### src/fps_pkg.sv
package fps_pkg;

   localparam int APB_AW = 12;
   localparam logic [APB_AW-1:0] ADDR_CTRL = 12'h000;
   localparam logic [APB_AW-1:0] ADDR_STATUS = 12'h004;

   // Control register fields
   localparam int CTRL_ON_BIT = 0;
   localparam int CTRL_OVERVOLTAGE_DISABLE_BIT = 1;
   localparam int CTRL_UNDERVOLTAGE_DISABLE_BIT = 2;
   localparam int CTRL_OPEN_LOAD_DISABLE_BIT = 3;
   localparam int CTRL_LOW_SEL_LSB = 4;
   localparam int CTRL_HIGH_SEL_BIT = 7;
   localparam int CTRL_BLANK_SEL_LSB = 8;
   localparam logic [31:0] CTRL_RESET = 32'h0000_0000;

   // Status register fields: sticky flags low, live state above
   localparam int NUM_FLAGS = 5;
   localparam int ST_OVERTEMP = 0;
   localparam int ST_OVERVOLTAGE = 1;
   localparam int ST_UNDERVOLTAGE = 2;
   localparam int ST_OPEN_LOAD = 3;
   localparam int ST_OVERCURRENT = 4;
   localparam int ST_OUT_ON = 8;
   localparam int ST_FAULT_N = 9;
   localparam int ST_UV_LATCH = 10;
   localparam int ST_OC_LATCH = 11;

   // Over-current blanking times, selectable by two control bits
   localparam int CLK_PERIOD_NS = 4;
   localparam int BLANK_T0_NS = 2000;
   localparam int BLANK_T1_NS = 4000;
   localparam int BLANK_T2_NS = 8000;
   localparam int BLANK_T3_NS = 16000;
   localparam int BLANK_W = 12;
   localparam logic [BLANK_W-1:0] BLANK_C0 =
      BLANK_W'((BLANK_T0_NS + CLK_PERIOD_NS - 1) / CLK_PERIOD_NS);
   localparam logic [BLANK_W-1:0] BLANK_C1 =
      BLANK_W'((BLANK_T1_NS + CLK_PERIOD_NS - 1) / CLK_PERIOD_NS);
   localparam logic [BLANK_W-1:0] BLANK_C2 =
      BLANK_W'((BLANK_T2_NS + CLK_PERIOD_NS - 1) / CLK_PERIOD_NS);
   localparam logic [BLANK_W-1:0] BLANK_C3 =
      BLANK_W'((BLANK_T3_NS + CLK_PERIOD_NS - 1) / CLK_PERIOD_NS);

   typedef struct packed {
      logic spi_on;
      logic overvoltage_disable;
      logic undervoltage_disable;
      logic open_load_disable;
      logic [2:0] low_sel;
      logic high_sel;
      logic [1:0] blank_sel;
      logic [NUM_FLAGS-1:0] flags;
      logic uv_latch;
      logic oc_latch;
      logic [BLANK_W-1:0] blank_cnt;
      logic out_on;
      logic fault_n;
      logic ready;
      logic [31:0] rdata;
   } fps_state_s;

   localparam fps_state_s STATE_RESET = '{
      spi_on: 1'b0, overvoltage_disable: 1'b0, undervoltage_disable: 1'b0,
      open_load_disable: 1'b0, low_sel: 3'h0, high_sel: 1'b0, blank_sel: 2'h0,
      flags: 5'h00, uv_latch: 1'b0, oc_latch: 1'b0, blank_cnt: 12'h000,
      out_on: 1'b0, fault_n: 1'b1, ready: 1'b0, rdata: 32'h0000_0000};

endpackage

### src/fps_supervisor.sv
`timescale 1ns/1ps
`default_nettype none

module fps_supervisor
#(
   parameter int LOW_LEVELS = 8,
   parameter int HIGH_LEVELS = 2
)
(
   input wire logic clk,
   input wire logic nrst,
   input wire logic psel,
   input wire logic penable,
   input wire logic pwrite,
   input wire logic [11:0] paddr,
   input wire logic [31:0] pwdata,
   output logic [31:0] prdata,
   output logic pready,
   output logic pslverr,
   input wire logic logic_supply_ok,
   input wire logic direct_in,
   input wire logic overtemp_hot,
   input wire logic overvoltage_det,
   input wire logic battery_low_threshold,
   input wire logic battery_below_2v5,
   input wire logic open_load_det,
   input wire logic gate_discharged,
   input wire logic [LOW_LEVELS-1:0] low_overcurrent_level,
   input wire logic [HIGH_LEVELS-1:0] high_overcurrent_level,
   output logic output_on,
   output logic fault_indicator_n
);

   fps_pkg::fps_state_s s_q;
   fps_pkg::fps_state_s s_d;

   logic cmd_on;
   logic ot_shut;
   logic ov_act;
   logic uv_act;
   logic uv_fault;
   logic ol_act;
   logic low_hit;
   logic high_hit;
   logic blank_done;
   logic [fps_pkg::NUM_FLAGS-1:0] flag_set;
   logic acc_done;
   logic status_read;

   function automatic logic [fps_pkg::BLANK_W-1:0] blank_cycles(input logic [1:0] sel);
      case (sel)
         2'h0: blank_cycles = fps_pkg::BLANK_C0;
         2'h1: blank_cycles = fps_pkg::BLANK_C1;
         2'h2: blank_cycles = fps_pkg::BLANK_C2;
         default: blank_cycles = fps_pkg::BLANK_C3;
      endcase
   endfunction

   function automatic logic addr_mapped(input logic [11:0] a);
      addr_mapped = (a == fps_pkg::ADDR_CTRL) || (a == fps_pkg::ADDR_STATUS);
   endfunction

   // Either source turns the switch on
   assign cmd_on = direct_in | s_q.spi_on;
   assign ot_shut = overtemp_hot & cmd_on;
   assign ov_act = overvoltage_det & ~s_q.overvoltage_disable;
   assign uv_act = battery_low_threshold & ~s_q.undervoltage_disable;
   // Dropping the command frees the pin in the same cycle it frees the latch
   assign uv_fault = uv_act | (s_q.uv_latch & cmd_on);
   // Only sampled once the gate is low, so a slow turn-off is not misread
   assign ol_act = ~s_q.out_on & gate_discharged & open_load_det
                   & ~s_q.open_load_disable;
   assign low_hit = low_overcurrent_level[s_q.low_sel] & s_q.out_on;
   assign high_hit = high_overcurrent_level[s_q.high_sel] & s_q.out_on;
   assign blank_done = s_q.blank_cnt >= blank_cycles(s_q.blank_sel) - 12'h001;

   assign flag_set[fps_pkg::ST_OVERTEMP] = ot_shut;
   assign flag_set[fps_pkg::ST_OVERVOLTAGE] = ov_act;
   assign flag_set[fps_pkg::ST_UNDERVOLTAGE] = uv_act;
   assign flag_set[fps_pkg::ST_OPEN_LOAD] = ol_act;
   assign flag_set[fps_pkg::ST_OVERCURRENT] = high_hit | (low_hit & blank_done);

   assign acc_done = psel & penable & s_q.ready;
   assign status_read = acc_done & ~pwrite & (paddr == fps_pkg::ADDR_STATUS);

   always_comb
   begin
      s_d = s_q;
      s_d.ready = psel & penable & ~s_q.ready;
      // Read data is captured one cycle before completion
      if (psel && penable && !s_q.ready)
      begin
         s_d.rdata = 32'h0000_0000;
         if (!pwrite && paddr == fps_pkg::ADDR_CTRL)
         begin
            s_d.rdata[fps_pkg::CTRL_ON_BIT] = s_q.spi_on;
            s_d.rdata[fps_pkg::CTRL_OVERVOLTAGE_DISABLE_BIT] = s_q.overvoltage_disable;
            s_d.rdata[fps_pkg::CTRL_UNDERVOLTAGE_DISABLE_BIT] = s_q.undervoltage_disable;
            s_d.rdata[fps_pkg::CTRL_OPEN_LOAD_DISABLE_BIT] = s_q.open_load_disable;
            s_d.rdata[fps_pkg::CTRL_LOW_SEL_LSB +: 3] = s_q.low_sel;
            s_d.rdata[fps_pkg::CTRL_HIGH_SEL_BIT] = s_q.high_sel;
            s_d.rdata[fps_pkg::CTRL_BLANK_SEL_LSB +: 2] = s_q.blank_sel;
         end
         else if (!pwrite && paddr == fps_pkg::ADDR_STATUS)
         begin
            s_d.rdata[fps_pkg::NUM_FLAGS-1:0] = s_q.flags;
            s_d.rdata[fps_pkg::ST_OUT_ON] = s_q.out_on;
            s_d.rdata[fps_pkg::ST_FAULT_N] = s_q.fault_n;
            s_d.rdata[fps_pkg::ST_UV_LATCH] = s_q.uv_latch;
            s_d.rdata[fps_pkg::ST_OC_LATCH] = s_q.oc_latch;
         end
      end
      if (acc_done && pwrite && paddr == fps_pkg::ADDR_CTRL)
      begin
         s_d.spi_on = pwdata[fps_pkg::CTRL_ON_BIT];
         s_d.overvoltage_disable = pwdata[fps_pkg::CTRL_OVERVOLTAGE_DISABLE_BIT];
         s_d.undervoltage_disable = pwdata[fps_pkg::CTRL_UNDERVOLTAGE_DISABLE_BIT];
         s_d.open_load_disable = pwdata[fps_pkg::CTRL_OPEN_LOAD_DISABLE_BIT];
         s_d.low_sel = pwdata[fps_pkg::CTRL_LOW_SEL_LSB +: 3];
         s_d.high_sel = pwdata[fps_pkg::CTRL_HIGH_SEL_BIT];
         s_d.blank_sel = pwdata[fps_pkg::CTRL_BLANK_SEL_LSB +: 2];
      end

      // Only flags that were actually reported are cleared; a new set wins
      if (status_read)
      begin
         s_d.flags = s_q.flags & ~s_q.rdata[fps_pkg::NUM_FLAGS-1:0];
      end
      s_d.flags = s_d.flags | flag_set;

      // Under-voltage latches only when commanded on; off releases it
      if (!cmd_on)
      begin
         s_d.uv_latch = 1'b0;
      end
      else if (uv_act)
      begin
         s_d.uv_latch = 1'b1;
      end

      if (low_hit)
      begin
         s_d.blank_cnt = s_q.blank_cnt + 12'h001;
      end
      else
      begin
         s_d.blank_cnt = 12'h000;
      end
      if (!cmd_on)
      begin
         s_d.oc_latch = 1'b0;
      end
      else if (high_hit || (low_hit && blank_done))
      begin
         s_d.oc_latch = 1'b1;
      end

      // Over-temperature gates the output directly, so it self-recovers
      s_d.out_on = cmd_on & ~ot_shut & ~ov_act & ~uv_fault & ~s_d.oc_latch
                   & ~battery_below_2v5;
      s_d.fault_n = ~(ot_shut | ov_act | uv_fault | ol_act | s_d.oc_latch);

      // A lost logic supply wipes configuration and flags; defaults keep
      // every protection path alive, and the direct input still drives
      if (!logic_supply_ok)
      begin
         s_d.spi_on = fps_pkg::CTRL_RESET[fps_pkg::CTRL_ON_BIT];
         s_d.overvoltage_disable = fps_pkg::CTRL_RESET[fps_pkg::CTRL_OVERVOLTAGE_DISABLE_BIT];
         s_d.undervoltage_disable = fps_pkg::CTRL_RESET[fps_pkg::CTRL_UNDERVOLTAGE_DISABLE_BIT];
         s_d.open_load_disable = fps_pkg::CTRL_RESET[fps_pkg::CTRL_OPEN_LOAD_DISABLE_BIT];
         s_d.low_sel = fps_pkg::CTRL_RESET[fps_pkg::CTRL_LOW_SEL_LSB +: 3];
         s_d.high_sel = fps_pkg::CTRL_RESET[fps_pkg::CTRL_HIGH_SEL_BIT];
         s_d.blank_sel = fps_pkg::CTRL_RESET[fps_pkg::CTRL_BLANK_SEL_LSB +: 2];
         s_d.flags = '0;
      end
   end

   always_ff @(posedge clk or negedge nrst)
   begin
      if (!nrst)
      begin
         s_q <= fps_pkg::STATE_RESET;
      end
      else
      begin
         s_q <= s_d;
      end
   end

   assign prdata = s_q.rdata;
   assign pready = s_q.ready;
   assign pslverr = s_q.ready & ~addr_mapped(paddr);
   assign output_on = s_q.out_on;
   assign fault_indicator_n = s_q.fault_n;
endmodule

`default_nettype wire

### config.mk
export PLATFORM = sky130hd
export DESIGN_NAME = fps_supervisor
export DESIGN_NICKNAME = d
export VERILOG_FILES = /design/src/fps_pkg.sv /design/src/fps_supervisor.sv
export SDC_FILE = /design/constraint.sdc
export NUM_CORES = 1
export LEC_CHECK = 0
export BUFFER_PORTS_ARGS = -buffer_cell sky130_fd_sc_hd__buf_4
export CORE_ASPECT_RATIO = 0.5
export CORE_MARGIN = 5
export CORE_UTILIZATION = 50
export CTS_CLUSTER_SIZE = 16
export DETAILED_ROUTE_END_ITERATION = 16
export GPL_TIMING_DRIVEN = 0
export PLACE_DENSITY = 0.81
export SYNTH_ARGS = -nofsm -noshare
export SYNTH_HDL_FRONTEND = slang
export SYNTH_SLANG_ARGS = --single-unit
### constraint.sdc
create_clock -name clk -period 2.5 [get_ports clk]
set_input_delay 0.125 -clock clk [delete_from_list [all_inputs] [get_ports clk]]
set_output_delay 0.125 -clock clk [all_outputs]
set_load 0.02 [all_outputs]
==> results of run 1 <==
kinds of logic (layout without fill, tap and decap cells):
family | Yosys count | count (layout) | share of synthesized area (%)
simple gates | 96 | 96 | 18.9
compound gates | 63 | 63 | 15.6
buf+inv | 52 | 121 | 12.2
flops | 44 | 44 | 40.2
fa+ha+maj | 17 | 17 | 7.76
xor+xnor | 10 | 10 | 3.19
mux | 5 | 5 | 2.05
other cells | 1 | 20 | 0.137
layer usage:
layer / track usage, % / share of wire (%) / vias to the layer above
met5: 0 / 0 / -
met4: 4.83 / 0.98 / 0
met3: 4.06 / 6.7 / 6
met2: 34.9 / 54 / 92
met1: 21.2 / 39 / 1135
li1: - / - / 1140
worst max-delay path: cells and delay by family, from the launching register on:
kind	cells	cell delay (ps)
fa+ha+maj	3	740
compound gates	4	800
buf+inv	1	100
flops	1	460
simple gates	1	100
worst max path at each step:
stage,from,end,slack [ps],cells after the start
after floorplan,s_q[54],output_on,450,9
after global placement,s_q[54],output_on,300,9
after detailed placement,s_q[54],output_on,230,9
after CTS,s_q[54],output_on,200,9
after global routing,s_q[54],output_on,110,9
final,s_q[54],output_on,200,9
power by group through the flow:
stage | Sequential, mW | Combinational (mW) | Clock, mW
floorplan | 0.741 | 0.0903 | 0
global placement | 0.739 | 0.177 | 0
CTS | 0.726 | 0.183 | 0.476
global route | 0.727 | 0.200 | 0.524
detailed placement | 0.740 | 0.182 | 0
finish | 0.726 | 0.184 | 0.467
sequential cells by signal (all words and copies together), names as in the netlist:
signal / count
fault_indicator_n: 1
output_on: 1
prdata: 12
pready: 1
s_q: 29
per-stage QoR:
stage	utilization, %	instance area [sq um]	power (mW)	hold slack, ps
5_1_grt	64.1	3460	1.45	79.7
3_3_place_gp	62.2	3360	0.916	147
3_5_place_dp	62.2	3360	0.922	156
4_1_cts	64.1	3460	1.39	77.9
6_report	64.1	3460	1.38	80.5
2_1_floorplan	-	2810	0.831	-171
synth_stat cells, drive strengths merged, types with 5 or more instances:
| cell | count | share of area [%] |
|---|---|---|
| a21oi | 14 | 2.6 |
| a22oi | 8 | 2.2 |
| and4 | 5 | 1.7 |
| buf | 37 | 10 |
| clkbuf | 5 | 0.73 |
| dfrtp | 43 | 39 |
| ha | 17 | 7.8 |
| inv | 10 | 1.4 |
| nand2 | 21 | 2.9 |
| nand3 | 23 | 4.2 |
| nand4 | 5 | 1.1 |
| nor2 | 18 | 2.5 |
| nor2b | 6 | 1.4 |
| o21a | 5 | 1.4 |
| o21ai | 19 | 3.5 |
| xor2 | 9 | 2.9 |
timing repair:
item                      in CTS  in global routing
hold endpoints to repair      43                  0
setup buffers                  0                  0
hold buffers                   1                  0
layout make-up:
class                      instances  area [sq um]  area share [%]
buffer                            42           297            8.57
clock buffer                       7          86.3            2.50
clock inverter                     1          7.51           0.217
inverter                          10          37.5            1.08
multi-input combinational        211          1380            39.8
sequential                        44          1100            31.9
tap                               73          91.3            2.64
timing repair buffer              61           460            13.3
==> impl_metrics.yaml, run 1 <==
placement:
  post-place-ws_ps: 233
  gp_congestion: 0.841
  dp.cells: 440
  port_buffers: 60
  hpwl_microns: 5160
drt:
  drt_iter0_markers: 135
  wirelength_microns: 6610
  viasPerCell: 5.29
  drtAntennaViolNets: 0
  routedWlPerCell_microns: 14.7
  num_vias: 2373
  drt-pass1-iter-count: 4
  drc: 0
cts:
  cts_tree: "built"
  clockRootBuffer: "clkbuf_8"
  h-tree-depth: 2
  cts_buffers: 5
  cts.path.max_buffers: 2
  ctsResizeCount: 0
  clk_latency_ps: 300
  cts_num_sinks: 44
  clkTransAtPathRegs_ps: 80
cells_and_area:
  area.growth.synth_to_final_pct: 26.1
  final_nets: 459
  fillCellCount: 454
  final_cell_mix: "buf_4, dfrtp_1, nand3_1, nand2_1, conb_1"
  final_cells: 449
  diodes: 0
  drive_gt1_share_pct: 30.3
  layout_commonest_cell: "buf_4"
synthesis:
  synth-seq-cells: 44
  synthFlopType: "dfrtp_1"
  synth_cells: 288
  ys_seq_area_share_pct: 40.2
  async_flop_share_pct: 100
  synth_area_sq_um: 2740
  ys_warn_count: 0
  syn_area_per_cell_sq_um: 9.52
  synth_edf_count: 0
  synth_cell_type_count: 50
global_routing:
  grt_max_degree: 45
  grt_use_total_pct: 18.6
  grt_pass1_vias: 2394
  antenna_found_initial: 0
  overflow: 0
  grt_pass1_wl_microns: 10800
hold_path:
  hold_path_depth: 3
  hold_path.class: "primary input to flop"
  min_from: "pwdata[5]"
  min_to: "s_q[58]"
worst_setup_path:
  worstSetupPathType: "flop to flop"
  crit_slowest_cell: "dfrtp_1"
  arrival_ps: 2490
  reg2reg_depth: 9
  rrSetupSlack_ps: 200
  reg2reg_from: "s_q[54]"
  cp_max_fo: 6
  worstPathRequired_ps: 2690
  slowest_delay_ps: 460
  cp-end-kind: "flop"
  cpMostUsedCell: "ha_1"
  start_kind: "flop"
  r2r_end: "output_on"
  cp_cell_sequence: "inv_1 -> ha_1 -> ha_1 -> a21boi_0 -> ha_1 -> nand4_1 -> a211o_1 -> o211a_1 -> o211a_1"
sta:
  tightest_slew_ps: 559
  setup_viol: 0
  max_freq_ghz: 0.436
  rsz0062_at_grt: "no"
  final_max_slew_viol_count: 0
  finalWorstSetupSlack_ps: 205
  finClkSkew_ps: 6.64
  finalCritPeriodShare_pct: 91.8
  relSlewSlack_pct: 62.7
  finalSetupTns_ps: 0
  final.min_clock_period_ps: 2300
  hold_viol_final: 0
power:
  clockPowerShare_pct: 33.9
  power.density_nw_per_um2: 398
  p_switching_uw: 344
  vdd_drop_max_v: 0.000222
  seqPwrFrac_pct: 52.7
  internal_power_mw: 1.03
  p_leak_nw: 1.72
  switching_share_pct: 25.0
  comb_power_share_pct: 13.4
die:
  die_w_microns: 115
  coreArea_sq_um: 5400
  die-area_sq_um: 7160
  ioPinCount: 103
  initial_core_util_pct: 50.8
  chipHeight_microns: 62.4
  rows: 19
outcome:
  status: "completed"
run:
  max_cap_viol_count: 0
No activity file was read; power rests on OpenSTA's default activity.
==> inputs of run 2 (changes only) <==
--- a/config.mk
+++ b/config.mk
@@ -5,6 +5,7 @@
 export SDC_FILE = /design/constraint.sdc
 export NUM_CORES = 1
 export LEC_CHECK = 0
+export ABC_AREA = 1
 export BUFFER_PORTS_ARGS = -buffer_cell sky130_fd_sc_hd__buf_4
 export CORE_ASPECT_RATIO = 0.5
 export CORE_MARGIN = 5
==> run 2 against run 1 <==
Design area increased by 2.2%. Area after synthesis grew 1.9%. Count of clock-buffer cells in the layout down 1. Final cell count rose by 15%. Combinational power up 51%. Sequential power rose by 3.9%. Sequential share of layout area down 0.68 points. Via count rose by 0.55%. Synthesized cell count rose by 24%. Maximum frequency down 0.55%. Critical path type unchanged. Critical endpoint unchanged. Largest cell class unchanged.
==> impl_metrics.yaml, run 2 <==
outcome:
  status: "completed"
worst_setup_path:
  cp-end-kind: "flop"
  rrSetupSlack_ps: 190
  critical_path_buf_inv_count: 2
  cp_cell_sequence: "inv_1 -> ha_1 -> ha_1 -> a21boi_0 -> ha_1 -> nand2_1 -> inv_1 -> nand2_1 -> nand2_1 -> nand2_1 -> nand3_1 -> nand3_1 -> nand3_1 -> a21oi_1"
  slowest_delay_ps: 440
  reg2reg_from: "s_q[54]"
  arrival_ps: 2540
  critPathTopFamily: "simple AND/OR/NAND/NOR gates"
  cp-startpoint: "s_q[54]"
  worstPathRequired_ps: 2730
  r2r_end: "output_on"
  worstSetupPathType: "flop to flop"
  crit_end: "output_on"
  start_kind: "flop"
  cp_num_cells: 14
  reg2reg_depth: 14
  cp_max_fo: 5
  crit_slowest_cell: "dfrtp_1"
  cpMostUsedCell: "nand2_1"
sta:
  final.min_clock_period_ps: 2310
  rsz0062_at_grt: "no"
  finalWorstSetupSlack_ps: 192
  setup_viol: 0
  max_freq_ghz: 0.433
  final_max_slew_viol_count: 0
  finalCritPeriodShare_pct: 92.3
  hold_viol_final: 0
  finClkSkew_ps: 11.7
  tightest_slew_ps: 580
  finalSetupTns_ps: 0
  relSlewSlack_pct: 61.2
die:
  die-area_sq_um: 7270
  die_w_microns: 116
  chipHeight_microns: 62.9
  rows: 19
  ioPinCount: 103
  coreArea_sq_um: 5440
  initial_core_util_pct: 51.3
global_routing:
  grt_pass1_vias: 2204
  grt_use_total_pct: 16.8
  grt_max_degree: 45
  grt_use_met2_pct: 27.7
  gr-usage-met1_pct: 21.8
  overflow: 0
  antenna_found_initial: 0
  grt_pass1_wl_microns: 9720
  met3_usage_pct: 3.87
  busiest_layer: "met2"
cts:
  cts.path.max_buffers: 2
  cts_buffers: 5
  clockRootBuffer: "clkbuf_8"
  clk_latency_ps: 310
  post_cts.repair.setup_buffers: 0
  cts_tree: "built"
  h-tree-depth: 2
  clkTransAtPathRegs_ps: 90
  cts_num_sinks: 44
cells_and_area:
  largest_register_ffs: 29
  final_cell_mix: "buf_4, nand2_1, inv_1, dfrtp_1, nand3_1"
  regArea_sq_um: 1100
  area.growth.synth_to_final_pct: 26.5
  multi_input_area_sq_um: 1280
  final_cells: 516
  layout_commonest_cell: "buf_4"
  largest_register: "s_q"
  fillCellCount: 474
  drive_gt1_share_pct: 26.4
  final_nets: 526
  diodes: 0
synthesis:
  synth_cell_type_count: 35
  ys_warn_count: 0
  synth_top_area_cell: "dfrtp_1"
  async_flop_share_pct: 100
  synth_top_cells_by_area: "dfrtp_1, nand2_1, buf_4, ha_1, inv_1"
  synth_cells: 356
  synthFlopType: "dfrtp_1"
  yosys-top-cells-count: "nand2_1, inv_1, dfrtp_1"
  synth_most_common_cell: "nand2_1"
  synth_area_sq_um: 2790
  ys_seq_area_share_pct: 39.5
  synth_top_area_share_pct: 38.5
  synth-seq-cells: 44
  synth_edf_count: 0
  syn_area_per_cell_sq_um: 7.85
power:
  power.density_nw_per_um2: 456
  vdd_drop_max_v: 0.000289
  p_leak_nw: 1.90
drt:
  num_vias: 2386
  drt_iter0_markers: 92
  viasPerCell: 4.62
  drc: 0
  drt-pass1-iter-count: 4
  routedWlPerCell_microns: 11.5
  drtAntennaViolNets: 0
  wirelength_microns: 5930
placement:
  dp.cells: 507
  port_buffers: 59
  hpwl_microns: 4720
  gp_congestion: 0.843
  post-place-ws_ps: 261
hold_path:
  hold_path.class: "primary input to flop"
run:
  max_cap_viol_count: 0
run 2: cell count changes after synthesis, sizes merged, moves of 6 or more:
cell   previous run  this run
a21oi            14         5
a22oi             8         0
inv              10        54
nand2            21        68
nand3            23        37
nor2             18        39
nor2b             6         0
xor2              9         3
run 2: area by class of cell:
cell class,instances,area share (%)
Clock inverter,2,1.10
Buffer,37,8.00
Sequential cell,44,31.2
Timing Repair Buffer,60,12.8
Clock buffer,6,2.34
Multi-Input combinational cell,239,36.1
Inverter,55,5.84
Tap cell,73,2.58
run 2: what timing repair did:
action	CTS	global route
hold buffers	1	0
resized for setup	0	1
endpoints found under the setup margin	0	1
hold endpoints to repair	43	0
run 2: tightest hold or removal path, delay by kind of cell:
kind | cells | cell delay (ps)
buffers and inverters | 1 | 80
AND/OR/NAND/NOR | 2 | 110
run 2: where the power goes:
| group | total, mW | internal (mW) | switching [mW] |
|---|---|---|---|
| sequential | 0.754 | 0.736 | 0.0178 |
| clock | 0.579 | 0.327 | 0.252 |
| combinational | 0.277 | 0.136 | 0.141 |
run 2: how the worst min path moves through the flow:
stage / startpoint / to / slack, ps / cells past startpoint
2_1_floorplan: nrst / output_on / -170 / 0
4_1_cts: pwdata[0] / s_q[63] / 40 / 3
6_report: pwdata[0] / s_q[63] / 40 / 3
5_1_grt: battery_below_2v5 / output_on / 50 / 4
3_3_place_gp: nrst / s_q[38] / 150 / 1
3_5_place_dp: nrst / s_q[35] / 150 / 1
run 2: logic make-up (layout without fill, tap and decap cells):
group	after synthesis	after routing	synth area share [%]
and+or+nand+nor	159	159	25.6
adders and majority gates	17	17	7.61
other	1	20	0.134
AOI/OAI and AO/OA	38	38	8.11
buffers and inverters	92	160	17.5
DFF	44	44	39.5
xor gates and xnor gates	5	5	1.57
run 2: routing by layer:
metal,part of all wire (%),vias up
li1,-,1261
met1,46,1064
met2,47,52
met3,5.1,9
met4,1.2,0
met5,0,-
run 2: through the flow:
step           cell area, sq um  utilization (%)  hold WS (ps)  total power, mW
4_1_cts                    3530             64.9          42.4             1.62
2_1_floorplan              2870                -          -171            0.929
3_5_place_dp               3400             62.4           148             1.04
5_1_grt                    3530             64.9          45.1             1.68
6_report                   3530             64.9          42.6             1.61
3_3_place_gp               3400             62.4           150             1.04
